`src/shared/gpx_pkg.sv`:
```
// Shared constants for the serial GPIO expander and its serial master
package gpx_pkg;

  // Clock of both ends, in ns
  localparam int CLK_NS = 20;

  // Register offsets, carried in command bits 6:1
  localparam logic [5:0] OFF_PIN_STATE = 6'h00;
  localparam logic [5:0] OFF_OUTPUT_LEVEL = 6'h01;
  localparam logic [5:0] OFF_INPUT_POLARITY_INVERT = 6'h02;
  localparam logic [5:0] OFF_PIN_DIRECTION = 6'h03;
  localparam logic [5:0] OFF_PULLUP_ENABLE = 6'h04;
  localparam logic [5:0] OFF_INPUT_IRQ_ENABLE = 6'h05;
  localparam logic [5:0] OFF_OUTPUT_HIZ_ENABLE = 6'h06;
  localparam logic [5:0] OFF_IRQ_STATUS = 6'h07;
  localparam logic [5:0] OFF_RISING_EDGE_SELECT = 6'h08;
  localparam logic [5:0] OFF_FALLING_EDGE_SELECT = 6'h09;
  localparam logic [5:0] OFF_GLITCH_FILTER_ENABLE = 6'h0A;

  // Reset values
  localparam logic [7:0] RST_OUTPUT_LEVEL = 8'hFF;
  localparam logic [7:0] RST_INPUT_POLARITY_INVERT = 8'h00;
  localparam logic [7:0] RST_PIN_DIRECTION = 8'hFF;
  localparam logic [7:0] RST_PULLUP_ENABLE = 8'h00;
  localparam logic [7:0] RST_INPUT_IRQ_ENABLE = 8'h00;
  localparam logic [7:0] RST_OUTPUT_HIZ_ENABLE = 8'h00;
  localparam logic [7:0] RST_IRQ_STATUS = 8'h00;
  localparam logic [7:0] RST_RISING_EDGE_SELECT = 8'h00;
  localparam logic [7:0] RST_FALLING_EDGE_SELECT = 8'h00;
  localparam logic [7:0] RST_GLITCH_FILTER_ENABLE = 8'hFF;

  // Command byte fields
  localparam int CMD_RD_BIT = 7;
  localparam int CMD_ADDR_HI = 6;
  localparam int CMD_ADDR_LO = 1;

  // Bits per access: command byte then one data byte
  localparam logic [4:0] BITS_CMD = 5'h08;
  localparam logic [4:0] BITS_ALL = 5'h10;

  // Filter: a new level must hold longer than this to count
  localparam int FILT_HOLD_NS = 1075;
  localparam int FILT_HOLD_CYC = (FILT_HOLD_NS + CLK_NS - 1) / CLK_NS;
  // Pulses shorter than this are always rejected
  localparam int FILT_REJECT_NS = 225;
  localparam int FILT_REJECT_CYC = FILT_REJECT_NS / CLK_NS;
  localparam logic [5:0] FILT_CNT_LAST = 6'(FILT_HOLD_CYC - 1);

  // Reset pin must stay low longer than this
  localparam int RST_PIN_NS = 40;
  localparam int RST_PIN_CYC = (RST_PIN_NS + CLK_NS - 1) / CLK_NS;
  localparam logic [1:0] RST_PIN_LAST = 2'(RST_PIN_CYC);

  // Serial clock made by the master
  localparam int SCLK_PERIOD_NS = 160;
  localparam int SCLK_HALF_CYC = SCLK_PERIOD_NS / 2 / CLK_NS;
  localparam logic [3:0] SCLK_HALF_LAST = 4'(SCLK_HALF_CYC - 1);

endpackage

```
`src/shared/gpx_link_if.sv`:
```
`timescale 1ns/100ps
`default_nettype none
// Serial link, reset pin and open-drain interrupt between the two ends
interface gpx_link_if;
  logic sclk; // Serial clock, idles low
  logic cs_n; // Chip select, active low
  logic mosi; // Master to device data
  logic miso; // Device to master data
  logic reset_n; // Reset pin, active low
  logic irq_oe; // Device pulls the interrupt line low
  logic irq_n; // Resolved interrupt line with pull-up

  // Open drain: low while pulled, else the pull-up wins
  assign irq_n = ~irq_oe;

  modport device (
    input sclk, cs_n, mosi, reset_n,
    output miso, irq_oe
  );
  modport host (
    output sclk, cs_n, mosi, reset_n,
    input miso, irq_n
  );
endinterface
`default_nettype wire

```
`src/verilog/gpx_device.sv`:
```
`timescale 1ns/100ps
`default_nettype none
module gpx_device (
  input wire logic clk,
  input wire logic rst,
  input wire logic ce,
  gpx_link_if.device link,
  input wire logic [7:0] gpio_in,
  output logic [7:0] gpio_out,
  output logic [7:0] gpio_oe,
  output logic [7:0] pullup_en
);

  // Transfer phase
  typedef enum logic [1:0] {
    PH_IDLE,
    PH_CMD,
    PH_DATA,
    PH_DONE
  } phase_t;

  // Whole state of the device
  typedef struct packed {
    logic [1:0] sclk_s; // Synchroniser, [0] first stage
    logic [1:0] cs_s;
    logic [1:0] mosi_s;
    logic [1:0] rstp_s;
    logic [7:0] in_s1; // Pin synchroniser stage one
    logic [7:0] in_s2; // Pin synchroniser stage two
    logic sclk_d; // Last synchronised serial clock
    phase_t phase;
    logic [4:0] bitn; // Bits taken in this access
    logic [7:0] shift; // Incoming bits
    logic rd; // Current access is a read
    logic [5:0] addr; // Current register offset
    logic [7:0] miso_sr; // Outgoing bits
    logic miso; // Device data out
    logic [1:0] rcnt; // Reset pin low count
    logic [7:0] output_level;
    logic [7:0] input_polarity_invert;
    logic [7:0] pin_direction;
    logic [7:0] pullup_enable;
    logic [7:0] input_irq_enable;
    logic [7:0] output_hiz_enable;
    logic [7:0] irq_status;
    logic [7:0] rising_edge_select;
    logic [7:0] falling_edge_select;
    logic [7:0] glitch_filter_enable;
    logic [7:0] filt; // Accepted input levels
    logic [7:0][5:0] cnt; // Hold counters per pin
    logic [7:0] snap; // Levels seen at last pin state read
  } state_t;

  state_t cur; // Registered state
  state_t next_cur; // Next state

  // Register read decode
  function automatic logic [7:0] reg_read(input state_t s,
                                          input logic [5:0] a);
    logic [7:0] v;
    v = 8'h00;
    case (a)
      gpx_pkg::OFF_PIN_STATE: begin
        // Outputs show the latch, inputs the optionally inverted pin
        v = (s.pin_direction & (s.in_s2 ^ s.input_polarity_invert)) |
            (~s.pin_direction & s.output_level);
      end
      gpx_pkg::OFF_OUTPUT_LEVEL: v = s.output_level;
      gpx_pkg::OFF_INPUT_POLARITY_INVERT: v = s.input_polarity_invert;
      gpx_pkg::OFF_PIN_DIRECTION: v = s.pin_direction;
      gpx_pkg::OFF_PULLUP_ENABLE: v = s.pullup_enable;
      gpx_pkg::OFF_INPUT_IRQ_ENABLE: v = s.input_irq_enable;
      gpx_pkg::OFF_OUTPUT_HIZ_ENABLE: v = s.output_hiz_enable;
      gpx_pkg::OFF_IRQ_STATUS: v = s.irq_status;
      gpx_pkg::OFF_RISING_EDGE_SELECT: v = s.rising_edge_select;
      gpx_pkg::OFF_FALLING_EDGE_SELECT: v = s.falling_edge_select;
      gpx_pkg::OFF_GLITCH_FILTER_ENABLE: v = s.glitch_filter_enable;
      default: v = 8'h00; // Unmapped offsets read zero
    endcase
    return v;
  endfunction

  // Register defaults, shared by both resets
  function automatic state_t defaults(input state_t s);
    state_t d;
    d = s;
    d.output_level = gpx_pkg::RST_OUTPUT_LEVEL;
    d.pin_direction = gpx_pkg::RST_PIN_DIRECTION;
    d.input_polarity_invert = gpx_pkg::RST_INPUT_POLARITY_INVERT;
    d.pullup_enable = gpx_pkg::RST_PULLUP_ENABLE;
    d.input_irq_enable = gpx_pkg::RST_INPUT_IRQ_ENABLE;
    d.output_hiz_enable = gpx_pkg::RST_OUTPUT_HIZ_ENABLE;
    d.rising_edge_select = gpx_pkg::RST_RISING_EDGE_SELECT;
    d.falling_edge_select = gpx_pkg::RST_FALLING_EDGE_SELECT;
    d.glitch_filter_enable = gpx_pkg::RST_GLITCH_FILTER_ENABLE;
    d.irq_status = gpx_pkg::RST_IRQ_STATUS;
    d.phase = PH_IDLE;
    d.bitn = 5'h00;
    d.miso = 1'b0;
    d.miso_sr = 8'h00;
    return d;
  endfunction

  // Next-state logic
  always_comb begin
    logic rise_sclk; // Serial clock rising edge seen
    logic fall_sclk; // Serial clock falling edge seen
    logic sel; // Chip select active
    logic pin_rd; // Pin state read taken this cycle
    logic [7:0] cmd; // Completed command byte
    logic nf; // Newly accepted level of one pin
    logic ev; // Interrupt event of one pin
    logic clr; // Clear of one pin
    next_cur = cur;
    rise_sclk = 1'b0;
    fall_sclk = 1'b0;
    sel = 1'b0;
    pin_rd = 1'b0;
    cmd = 8'h00;
    nf = 1'b0;
    ev = 1'b0;
    clr = 1'b0;
    if (ce) begin
      // Two-stage synchronisers on every pin
      next_cur.sclk_s = {cur.sclk_s[0], link.sclk};
      next_cur.cs_s = {cur.cs_s[0], link.cs_n};
      next_cur.mosi_s = {cur.mosi_s[0], link.mosi};
      next_cur.rstp_s = {cur.rstp_s[0], link.reset_n};
      next_cur.in_s1 = gpio_in;
      next_cur.in_s2 = cur.in_s1;
      next_cur.sclk_d = cur.sclk_s[1];
      rise_sclk = cur.sclk_s[1] & ~cur.sclk_d;
      fall_sclk = ~cur.sclk_s[1] & cur.sclk_d;
      sel = ~cur.cs_s[1];

      // Serial engine, mode 0: sample on rise, shift out on fall
      if (!sel) begin
        // Select high ends any access, even a cut-short one
        next_cur.phase = PH_IDLE;
        next_cur.bitn = 5'h00;
        next_cur.miso = 1'b0;
      end else begin
        case (cur.phase)
          PH_IDLE: begin
            // Clocking only counts once select is low
            next_cur.phase = PH_CMD;
            next_cur.bitn = 5'h00;
          end
          PH_CMD, PH_DATA: begin
            if (rise_sclk) begin
              next_cur.shift = {cur.shift[6:0], cur.mosi_s[1]};
              next_cur.bitn = cur.bitn + 5'h01;
              if (cur.bitn + 5'h01 == gpx_pkg::BITS_CMD) begin
                cmd = {cur.shift[6:0], cur.mosi_s[1]};
                next_cur.rd = cmd[gpx_pkg::CMD_RD_BIT];
                // Bit 0 plays no part in selecting a register
                next_cur.addr = cmd[gpx_pkg::CMD_ADDR_HI:
                                    gpx_pkg::CMD_ADDR_LO];
                next_cur.miso_sr = reg_read(cur, next_cur.addr);
                pin_rd = cmd[gpx_pkg::CMD_RD_BIT] &&
                         next_cur.addr == gpx_pkg::OFF_PIN_STATE;
                next_cur.phase = PH_DATA;
              end else if (cur.bitn + 5'h01 == gpx_pkg::BITS_ALL) begin
                next_cur.phase = PH_DONE;
                if (!cur.rd) begin
                  // Write commit; read-only offsets ignore it
                  case (cur.addr)
                    gpx_pkg::OFF_OUTPUT_LEVEL:
                      next_cur.output_level = next_cur.shift;
                    gpx_pkg::OFF_INPUT_POLARITY_INVERT:
                      next_cur.input_polarity_invert = next_cur.shift;
                    gpx_pkg::OFF_PIN_DIRECTION:
                      next_cur.pin_direction = next_cur.shift;
                    gpx_pkg::OFF_PULLUP_ENABLE:
                      next_cur.pullup_enable = next_cur.shift;
                    gpx_pkg::OFF_INPUT_IRQ_ENABLE:
                      next_cur.input_irq_enable = next_cur.shift;
                    gpx_pkg::OFF_OUTPUT_HIZ_ENABLE:
                      next_cur.output_hiz_enable = next_cur.shift;
                    gpx_pkg::OFF_RISING_EDGE_SELECT:
                      next_cur.rising_edge_select = next_cur.shift;
                    gpx_pkg::OFF_FALLING_EDGE_SELECT:
                      next_cur.falling_edge_select = next_cur.shift;
                    gpx_pkg::OFF_GLITCH_FILTER_ENABLE:
                      next_cur.glitch_filter_enable = next_cur.shift;
                    default: begin
                      // Unmapped or read-only: dropped
                    end
                  endcase
                end
              end
            end
            if (fall_sclk && cur.phase == PH_DATA && cur.rd) begin
              // First fall after the command shows bit 7
              next_cur.miso = cur.miso_sr[7];
              next_cur.miso_sr = {cur.miso_sr[6:0], 1'b0};
            end
          end
          PH_DONE: begin
            // Extra clocks are ignored until select rises
            next_cur.miso = 1'b0;
          end
          default: next_cur.phase = PH_IDLE;
        endcase
      end

      // Pin state read keeps a snapshot for return-to-level clears
      if (pin_rd) begin
        next_cur.snap = cur.in_s2;
      end

      // Input filter and interrupt events, per pin
      for (int i = 0; i < 8; i++) begin
        nf = cur.filt[i];
        if (cur.in_s2[i] == cur.filt[i]) begin
          next_cur.cnt[i] = 6'h00; // Pulse ended early: rejected
        end else if (!cur.glitch_filter_enable[i]) begin
          nf = cur.in_s2[i];
          next_cur.cnt[i] = 6'h00;
        end else if (cur.cnt[i] == gpx_pkg::FILT_CNT_LAST) begin
          // Held long enough; anything short never reaches here
          nf = cur.in_s2[i];
          next_cur.cnt[i] = 6'h00;
        end else begin
          next_cur.cnt[i] = cur.cnt[i] + 6'h01;
        end
        next_cur.filt[i] = nf;
        // Only enabled input pins raise events
        ev = cur.pin_direction[i] & cur.input_irq_enable[i];
        if (cur.rising_edge_select[i] == cur.falling_edge_select[i]) begin
          ev = ev & (nf != cur.filt[i]);
        end else if (cur.rising_edge_select[i]) begin
          ev = ev & nf & ~cur.filt[i];
        end else begin
          ev = ev & ~nf & cur.filt[i];
        end
        // Return to the last-read level clears only with no select
        clr = pin_rd | (~cur.rising_edge_select[i] &
               ~cur.falling_edge_select[i] & (nf == cur.snap[i]));
        if (ev) begin
          next_cur.irq_status[i] = 1'b1; // Set wins over clear
        end else if (clr) begin
          next_cur.irq_status[i] = 1'b0;
        end
      end

      // Reset pin: defaults once held low long enough
      if (cur.rstp_s[1]) begin
        next_cur.rcnt = 2'h0;
      end else if (cur.rcnt != gpx_pkg::RST_PIN_LAST) begin
        next_cur.rcnt = cur.rcnt + 2'h1;
      end else begin
        next_cur = defaults(next_cur);
      end
    end
    if (rst) begin
      next_cur = defaults(next_cur);
      next_cur.sclk_s = 2'h0;
      next_cur.cs_s = 2'h3;
      next_cur.mosi_s = 2'h0;
      next_cur.rstp_s = 2'h3;
      next_cur.in_s1 = 8'h00;
      next_cur.in_s2 = 8'h00;
      next_cur.sclk_d = 1'b0;
      next_cur.shift = 8'h00;
      next_cur.rd = 1'b0;
      next_cur.addr = 6'h00;
      next_cur.rcnt = 2'h0;
      next_cur.filt = 8'h00;
      next_cur.cnt = '0;
      next_cur.snap = 8'h00;
    end
  end

  // State register
  always_ff @(posedge clk) begin
    cur <= next_cur;
  end

  // Pins drive only as outputs not in high impedance
  assign gpio_out = cur.output_level;
  assign gpio_oe = ~cur.pin_direction & ~cur.output_hiz_enable;
  assign pullup_en = cur.pullup_enable;
  assign link.miso = cur.miso;
  assign link.irq_oe = |cur.irq_status;

endmodule // gpx_device
`default_nettype wire

```
`src/flat_wrapper.sv`:
```
// flat-port wrapper written by rule: the top's interface ports become plain ports
module gpx_device_flat 
  (clk, rst, ce, gpio_in, gpio_out, gpio_oe, pullup_en, link_sclk, link_cs_n, link_mosi, link_reset_n, link_miso, link_irq_oe);
  gpx_link_if link_i ();
  input wire logic clk;
  input wire logic rst;
  input wire logic ce;
  input wire logic [7:0] gpio_in;
  output logic [7:0] gpio_out;
  output logic [7:0] gpio_oe;
  output logic [7:0] pullup_en;
  input wire logic [$bits(link_i.sclk)-1:0] link_sclk;
  input wire logic [$bits(link_i.cs_n)-1:0] link_cs_n;
  input wire logic [$bits(link_i.mosi)-1:0] link_mosi;
  input wire logic [$bits(link_i.reset_n)-1:0] link_reset_n;
  output wire logic [$bits(link_i.miso)-1:0] link_miso;
  output wire logic [$bits(link_i.irq_oe)-1:0] link_irq_oe;
  assign link_i.sclk = link_sclk;
  assign link_i.cs_n = link_cs_n;
  assign link_i.mosi = link_mosi;
  assign link_i.reset_n = link_reset_n;
  assign link_miso = link_i.miso;
  assign link_irq_oe = link_i.irq_oe;
  gpx_device u_core (.clk(clk), .rst(rst), .ce(ce), .link(link_i), .gpio_in(gpio_in), .gpio_out(gpio_out), .gpio_oe(gpio_oe), .pullup_en(pullup_en));
endmodule
```
`config.mk`:
```
export PLATFORM = sky130hd
export DESIGN_NAME = gpx_device_flat
export DESIGN_NICKNAME = d
export VERILOG_FILES = /design/src/shared/gpx_pkg.sv /design/src/shared/gpx_link_if.sv /design/src/verilog/gpx_device.sv /design/src/flat_wrapper.sv
export SDC_FILE = /design/constraint.sdc
export NUM_CORES = 1
export LEC_CHECK = 0
export BUFFER_PORTS_ARGS = -buffer_cell sky130_fd_sc_hd__buf_4
export CORE_MARGIN = 10
export CORE_UTILIZATION = 55
export DETAILED_ROUTE_END_ITERATION = 12
export PLACE_DENSITY = 0.8
export RECOVER_POWER = 100
export SLEW_MARGIN = 20
export SYNTH_ARGS = -nofsm -noshare
export SYNTH_HDL_FRONTEND = slang
export SYNTH_SLANG_ARGS = --single-unit
```
`constraint.sdc`:
```
create_clock -name clk -period 2.4 [get_ports clk]
set_input_delay 0.36 -clock clk [delete_from_list [all_inputs] [get_ports clk]]
set_output_delay 0.36 -clock clk [all_outputs]
set_load 0.01 [all_outputs]
```
==> flow_metrics.tcl, run 1 <==
set metrics [dict create \
    postCtsSetupRepairBufs 0 \
    grt_max_degree 77 \
    worstHoldPathType "input pin to flip-flop" \
    drtIter0Drc 800 \
    die_y_um 154 \
    seq_pwr_share_pct 47.8 \
    finish.cell_count_without_fillers 1374 \
    via_count_of_the_first_global_routing_pass 8040 \
    clock_tree.htree_level_count 1 \
    most_common_cell_in_the_synthesized_netlist "sky130_fd_sc_hd__dfxtp_1" \
    initial_core_utilization_pct 56.5 \
    power.leakage_uw 0.00437 \
    num-nets-final 1179 \
    finalHoldViolCount 0 \
    postCtsResizedCells 0 \
    slew_violations 0 \
    port_buffers 40 \
    cp-end-kind "flip-flop" \
    drt-total-wl_um 26200 \
    yosys-top-cells-area "sky130_fd_sc_hd__dfxtp_1 41%, sky130_fd_sc_hd__mux2i_1 6.3%, sky130_fd_sc_hd__nor2_1 6.2%" \
    grt.overflow.total 0 \
    cts_max_path_buffers 3 \
    die-area_um2 23600 \
    clk_latency_ps 500 \
    p_int_uw 5540 \
    dominantRegCellSynth "sky130_fd_sc_hd__dfxtp_1" \
    timing.critical_path.from "u_core.cur[163]" \
    clkPwrFrac_pct 48.0 \
    drtPass1Iterations 6 \
    wire_per_inst_um 19.1 \
    synth_async_sr_flop_share_pct 0 \
    synthToLayoutAreaGrowth_pct 13.7 \
    route.detailed.drc 0 \
    finalHoldWorstSlack_ps 68.5 \
    syn-num-nets 1132 \
    dpl.cell_count 1334 \
    post-layout-total-power_uw 7160 \
    power_switching_share_pct 22.6 \
    max_freq_mhz 432 \
    comb_power_share_pct 4.2 \
    grt_pass1_wl_um 42600 \
    critical_path_arrival_ps 2700 \
    synth_cell_types 73 \
    holdPathStages 2 \
    ff2ff_path_depth 6 \
    worstReg2RegEnd "u_core.cur[152]" \
    reg2reg_setup_slack_ps 90 \
    crit_required_ps 2790 \
    synth_edf_count 0 \
    synth_seq_cells 201 \
    run_status "finished, final reports clean" \
    worstReg2RegStart "u_core.cur[163]" \
    synth.cell_area_um2 9800 \
    detail_route.vias_per_cell 6.04 \
    synth_cells 1086 \
    cts.reportedPaths.clkPinSlew_ps 60 \
    antenna_found_initial 0 \
    cp_max_fo 15 \
    yosysSeqAreaShare_pct 41.0 \
    power_density_nw_per_um2 642 \
    clock_skew_after_layout_ps 10.1 \
    pin_count 41 \
    yosys.area.top_type_share_pct 41.0 \
    final_min_period_over_clock_period_pct 96.4 \
    cts_hold_repair.buffers 0 \
    endpoint "u_core.cur[152]" \
    setup_viol 0 \
    placed_cell_area_um2 10500 \
    design.core.area_um2 17400 \
    maxCapViolations 0 \
    tritoncts "done" \
    netlist_top_cells_count "201 x sky130_fd_sc_hd__dfxtp_1, 163 x sky130_fd_sc_hd__nor2_1, 77 x sky130_fd_sc_hd__nand2_1" \
    synth_top_cell_by_area "sky130_fd_sc_hd__dfxtp_1" \
    place_hpwl_um 18600 \
    routed_vias 8303 \
    clkSinkCount 201 \
    total_switching_power_uw 1620 \
    num_antenna_cells 0 \
    relSlewSlack_pct 28.5 \
    worst_setup_path_start_kind "flip-flop" \
    syn_avg_cell_area_um2 9.03 \
    finalInstanceArea_um2 11100 \
    min_period_ps 2310 \
    ant_nets 0 \
    hp-start "link_cs_n" \
    routability_driven_placement_congestion_ratio 1.07 \
    num_rows 48 \
    worst_pin_slew_ps 1060 \
    ir_worst_vdd_uv 655 \
    yosysWarningCount 0 \
    chipWidth_um 154 \
    post_route_cells_drive_above_1_share_pct 13.2 \
    grt.total_usage_pct 21.4 \
    cts-buffers-inserted 22 \
    num-fill-cells 1409 \
    setup.worst_path.class "flip-flop to flip-flop" \
    cts.root.buffer_cell "sky130_fd_sc_hd__clkbuf_16" \
]
-- layout by cell type (no fill, tap or decap), types with 7 or more instances in the layout --
cell                        synthesis  routed
sky130_fd_sc_hd__buf_4             16      68
sky130_fd_sc_hd__nand2_1           77      77
sky130_fd_sc_hd__a21oi_1           43      39
sky130_fd_sc_hd__a211oi_1          17      17
sky130_fd_sc_hd__dfxtp_1          201     200
sky130_fd_sc_hd__nor3_1            13      13
sky130_fd_sc_hd__ha_1              31      31
sky130_fd_sc_hd__a21o_1             9       8
sky130_fd_sc_hd__nand4_1           17      17
sky130_fd_sc_hd__o21ai_0           43      43
sky130_fd_sc_hd__or2_2              7       7
sky130_fd_sc_hd__a21boi_0           8       8
sky130_fd_sc_hd__clkbuf_1          45      36
sky130_fd_sc_hd__xor2_1            33      33
sky130_fd_sc_hd__nor2_1           163     162
sky130_fd_sc_hd__a2111oi_0          7       7
sky130_fd_sc_hd__and4b_1            9       9
sky130_fd_sc_hd__a22o_1            49      49
sky130_fd_sc_hd__nand3b_1          11      11
sky130_fd_sc_hd__mux2i_1           62      62
sky130_fd_sc_hd__o22a_1            24      24
sky130_fd_sc_hd__nor3b_1            8       8
sky130_fd_sc_hd__clkbuf_16          0      23
sky130_fd_sc_hd__inv_1             39      39
sky130_fd_sc_hd__xnor2_1           28      28
-- per-layer routing --
layer | part of all wire (%) | track usage [%] | wire (µm) | vias up
met2 | 47 | 34.5 | 12200 | 299
met5 | 0 | 0 | 0 | -
met1 | 43 | 27.9 | 11200 | 3997
met4 | 3.9 | 8.59 | 1030 | 0
met3 | 6.8 | 3.40 | 1790 | 69
li1 | - | - | - | 3938
-- power by group through the flow --
stage / combinational (µW) / clock [µW] / sequential [µW]
after global routing: 335 / 3610 / 3420
after CTS: 302 / 3480 / 3420
after detailed placement: 298 / 0 / 3490
after global placement: 292 / 0 / 3490
after floorplan: 219 / 0 / 3470
final: 301 / 3440 / 3420
-- stage by stage --
step                utilization [%]  TNS (ps)  worst slack [ps]
floorplan                         -         0              90.3
global placement               60.4         0              85.6
detailed placement             60.4         0              59.0
CTS                            64.7         0              42.2
global route                   64.2     -1.15             -1.15
finish                         64.2         0              87.1
-- layout make-up --
| type | count | area, µm² | share of cell area (%) |
|---|---|---|---|
| multi-input combinational | 765 | 5290 | 47.4 |
| sequential | 201 | 4030 | 36.1 |
| clock buffer | 32 | 669 | 6.01 |
| timing repair buffer | 103 | 659 | 5.92 |
| tap | 225 | 282 | 2.53 |
| inverter | 40 | 150 | 1.35 |
| clock inverter | 8 | 71.3 | 0.640 |
-- worst max-delay path, cell delays in order, from the launching register on --
cell                       delay (ps)
sky130_fd_sc_hd__dfxtp_2          630
sky130_fd_sc_hd__buf_4            260
sky130_fd_sc_hd__mux2i_1          200
sky130_fd_sc_hd__o21ai_0          140
sky130_fd_sc_hd__a222oi_1         430
sky130_fd_sc_hd__a41oi_1          220
sky130_fd_sc_hd__a221o_1          310
-- flip-flops by register name, indices dropped and copies added (netlist names) --
signal	cells
u_core.link.miso	1
u_core.gpio_out	8
u_core.cur	184
u_core.pullup_en	8
-- cells by family (layout without fill, tap and decap cells) --
group           count (synthesis)  in the layout  share of synthesized area (%)
flops                         201            201                           41.0
buf+inv                       120            183                           5.49
xor+xnor                       61             61                           5.45
compound gates                246            246                           18.5
simple gates                  356            356                           17.9
fa+ha+maj                      31             31                           3.96
mux                            71             71                           7.71
-- how the worst min path moves through the flow --
| stage | end |
|---|---|
| final | u_core.cur[198] |
| after global routing | u_core.cur[198] |
| after CTS | u_core.cur[198] |
| after detailed placement | u_core.cur[147] |
| after global placement | u_core.cur[147] |
| after floorplan | u_core.cur[147] |
Power figures use the tool's default switching activity.
==> run 2, diff against run 1 <==
--- a/config.mk
+++ b/config.mk
@@ -5,7 +5,9 @@
 export SDC_FILE = /design/constraint.sdc
 export NUM_CORES = 1
 export LEC_CHECK = 0
+export ABC_AREA = 1
 export BUFFER_PORTS_ARGS = -buffer_cell sky130_fd_sc_hd__buf_4
+export CAP_MARGIN = 40
 export CORE_MARGIN = 10
 export CORE_UTILIZATION = 55
 export DETAILED_ROUTE_END_ITERATION = 12
==> run 2 against run 1 <==
  * Register-to-register slack better by 30 ps
  * Critical path depth up 5
  * Cell area up 12%
  * Sequential share of layout area down 3.9 points
  * Count of clock-buffer cells in the layout unchanged
  * Synthesized area up 14%
  * Via count up 35%
  * Worst hold slack worse by 13 ps
  * Largest cell class unchanged
==> flow_metrics.tcl, run 2 <==
set metrics [dict create \
    run_status "finished, final reports clean" \
    cts.root.buffer_cell "sky130_fd_sc_hd__clkbuf_16" \
    ant_nets 0 \
    syn_avg_cell_area_um2 6.80 \
    power.leakage_uw 0.00535 \
    clock_skew_after_layout_ps 16.5 \
    crit_slowest_cell "sky130_fd_sc_hd__dfxtp_1" \
    critical_path_arrival_ps 2660 \
    grt_max_degree 114 \
    synth_cell_types 43 \
    placed_cell_area_um2 11800 \
    via_count_of_the_first_global_routing_pass 10300 \
    min_period_ps 2290 \
    post-layout-total-power_uw 7400 \
    largest-register "u_core.cur" \
    cts-buffers-inserted 23 \
    finalHoldViolCount 0 \
    place_worst_setup_slack_ps 129 \
    largest_register_ffs 184 \
    route.detailed.drc 0 \
    most_common_cell_in_the_synthesized_netlist "sky130_fd_sc_hd__nand2_1" \
    chipWidth_um 163 \
    initial_core_utilization_pct 55.6 \
    clock_tree.htree_level_count 1 \
    relSlewSlack_pct 45.4 \
    synthToLayoutAreaGrowth_pct 11.3 \
    num_antenna_cells 0 \
    final_min_period_over_clock_period_pct 95.3 \
    worstPathCellList "inv_1, ha_4, inv_2, nor2_4, inv_2, nor2_4, nand2_1, inv_4, nand3_2, o21ai_0, a21oi_1" \
    die_y_um 163 \
    power_density_nw_per_um2 593 \
    wire_per_inst_um 17.2 \
    design.core.area_um2 20200 \
    routed_vias 11200 \
    cp-end-kind "flip-flop" \
    num-fill-cells 1836 \
    drtPass1Iterations 5 \
    worstHoldPathType "input pin to flip-flop" \
    yosysWarningCount 0 \
    reg2reg_setup_slack_ps 110 \
    grt_pass1_wl_um 52900 \
    cts_hold_repair.buffers 0 \
    yosys-top-cells-area "sky130_fd_sc_hd__dfxtp_1 36%, sky130_fd_sc_hd__nand2_1 14%, sky130_fd_sc_hd__a21oi_1 7.1%" \
    worst_setup_path_start_kind "flip-flop" \
    post_route_cells_drive_above_1_share_pct 9.09 \
    port_buffers 40 \
    pin_count 41 \
    clkSinkCount 201 \
    hp-start "link_reset_n" \
    grt.overflow.total 0 \
    antenna_found_initial 0 \
    slew_violations 0 \
    worst_pin_slew_ps 820 \
    synth.cell_area_um2 11200 \
    cp_max_fo 10 \
    crit_required_ps 2770 \
    synth_async_sr_flop_share_pct 0 \
    num-nets-final 1715 \
    max_freq_mhz 437 \
    detail_route.vias_per_cell 5.73 \
    setup.worst_path.class "flip-flop to flip-flop" \
    yosys.area.top_type_share_pct 35.9 \
    setup_viol 0 \
    syn-num-nets 1695 \
    drt-total-wl_um 33600 \
    finish.cell_count_without_fillers 1953 \
    dpl.cell_count 1909 \
    dominantRegCellSynth "sky130_fd_sc_hd__dfxtp_1" \
    synth_seq_cells 201 \
    grt.total_usage_pct 24.0 \
    place_hpwl_um 22200 \
    cts_max_path_buffers 3 \
    drtIter0Drc 1116 \
    die-area_um2 26500 \
    yosysSeqAreaShare_pct 35.9 \
    worstReg2RegStart "u_core.cur[175]" \
    top_library_cells_by_usage_in_the_layout_fill_and_taps_aside "406 x sky130_fd_sc_hd__nand2_1, 201 x sky130_fd_sc_hd__dfxtp_1, 164 x sky130_fd_sc_hd__inv_1" \
    cts.reportedPaths.clkPinSlew_ps 60 \
    synth_top_cell_by_area "sky130_fd_sc_hd__dfxtp_1" \
    finalInstanceArea_um2 12500 \
    netlist_top_cells_count "406 x sky130_fd_sc_hd__nand2_1, 201 x sky130_fd_sc_hd__dfxtp_1, 164 x sky130_fd_sc_hd__inv_1" \
    final_critical_path_setup_slack_ps 112 \
    ir_worst_vdd_uv 536 \
    synth_cells 1649 \
    clk_latency_ps 520 \
    maxCapViolations 0 \
    synth_edf_count 0 \
    routability_driven_placement_congestion_ratio 0.948 \
    num_rows 52 \
    mostFrequentLayoutCell "sky130_fd_sc_hd__nand2_1" \
    timing.critical_path.from "u_core.cur[175]" \
    tritoncts "done" \
    cp_slowest_stage_delay_ps 350 \
]
## run 2: cell types whose count changed after synthesis, sizes merged, moves of 62 or more
cell	previous run	this run
nand2	77	409
inv	39	177
a21oi	44	159
o21ai	44	134
nand3	10	88
mux2i	62	0
## run 2: power by group
part | switching (µW) | total (µW) | internal [µW]
Sequential | 67.2 | 3470 | 3400
Combinational | 301 | 426 | 124
Clock | 1420 | 3510 | 2090
Total | 1790 | 7400 | 5610
## run 2: routing by layer
metal  part of all wire, %  vias up  global-route usage, %  wire length, µm
li1                      -     5486                      -                -
met1                    40     5086                   29.9            13400
met3                   8.8      126                   4.25             2960
met2                    45      500                   38.8            15200
met5                     0        -                      0                0
met4                   6.0        0                   13.2             2030
## run 2: repair_timing
action	4_1_cts	5_1_grt
buffers inserted	0	2
setup endpoints to repair	0	56
gates resized for setup	0	13
## run 2: cells by family after synthesis
group / count (synthesis) / synth area share (%)
compound gates: 367 / 18.4
xor+xnor: 27 / 2.11
fa+ha+maj: 31 / 3.46
buf+inv: 266 / 9.98
flops: 201 / 35.9
simple gates: 757 / 30.2
## run 2: path summary, 6_finish.rpt
| check | to | cells past startpoint |
|---|---|---|
| hold reg to reg | u_core.cur[198] | 2 |
| setup / recovery | u_core.cur[74] | 11 |
| setup reg to reg | u_core.cur[74] | 11 |
| hold / removal | u_core.cur[194] | 3 |
## run 2: critical path: cells and delay by family (launching register included)
kind	cells	cell delay, ps
flip-flops	1	350
buffers and inverters	4	450
adder cells (fa/ha/maj)	1	300
AO/OA/AOI/OAI	2	370
AND/OR/NAND/NOR	4	650
## run 2: final cells by class
cell class,count,area [µm²],area share (%)
multi-input cells,1185,6150,49.3
flip-flops and latches,201,4020,32.2
clock buffers,32,689,5.52
inverters,178,679,5.44
repair buffers,80,537,4.30
well taps,270,338,2.71
clock inverters,7,60.1,0.481
## run 2: stage by stage
step / hold slack (ps) / TNS, ps / util [%]
2_1_floorplan: 429 / 0 / -
4_1_cts: 46.2 / 0 / 62.0
5_1_grt: 78.4 / -278 / 61.9
3_5_place_dp: 446 / 0 / 58.3
6_report: 55.2 / 0 / 61.9
3_3_place_gp: 440 / 0 / 58.2
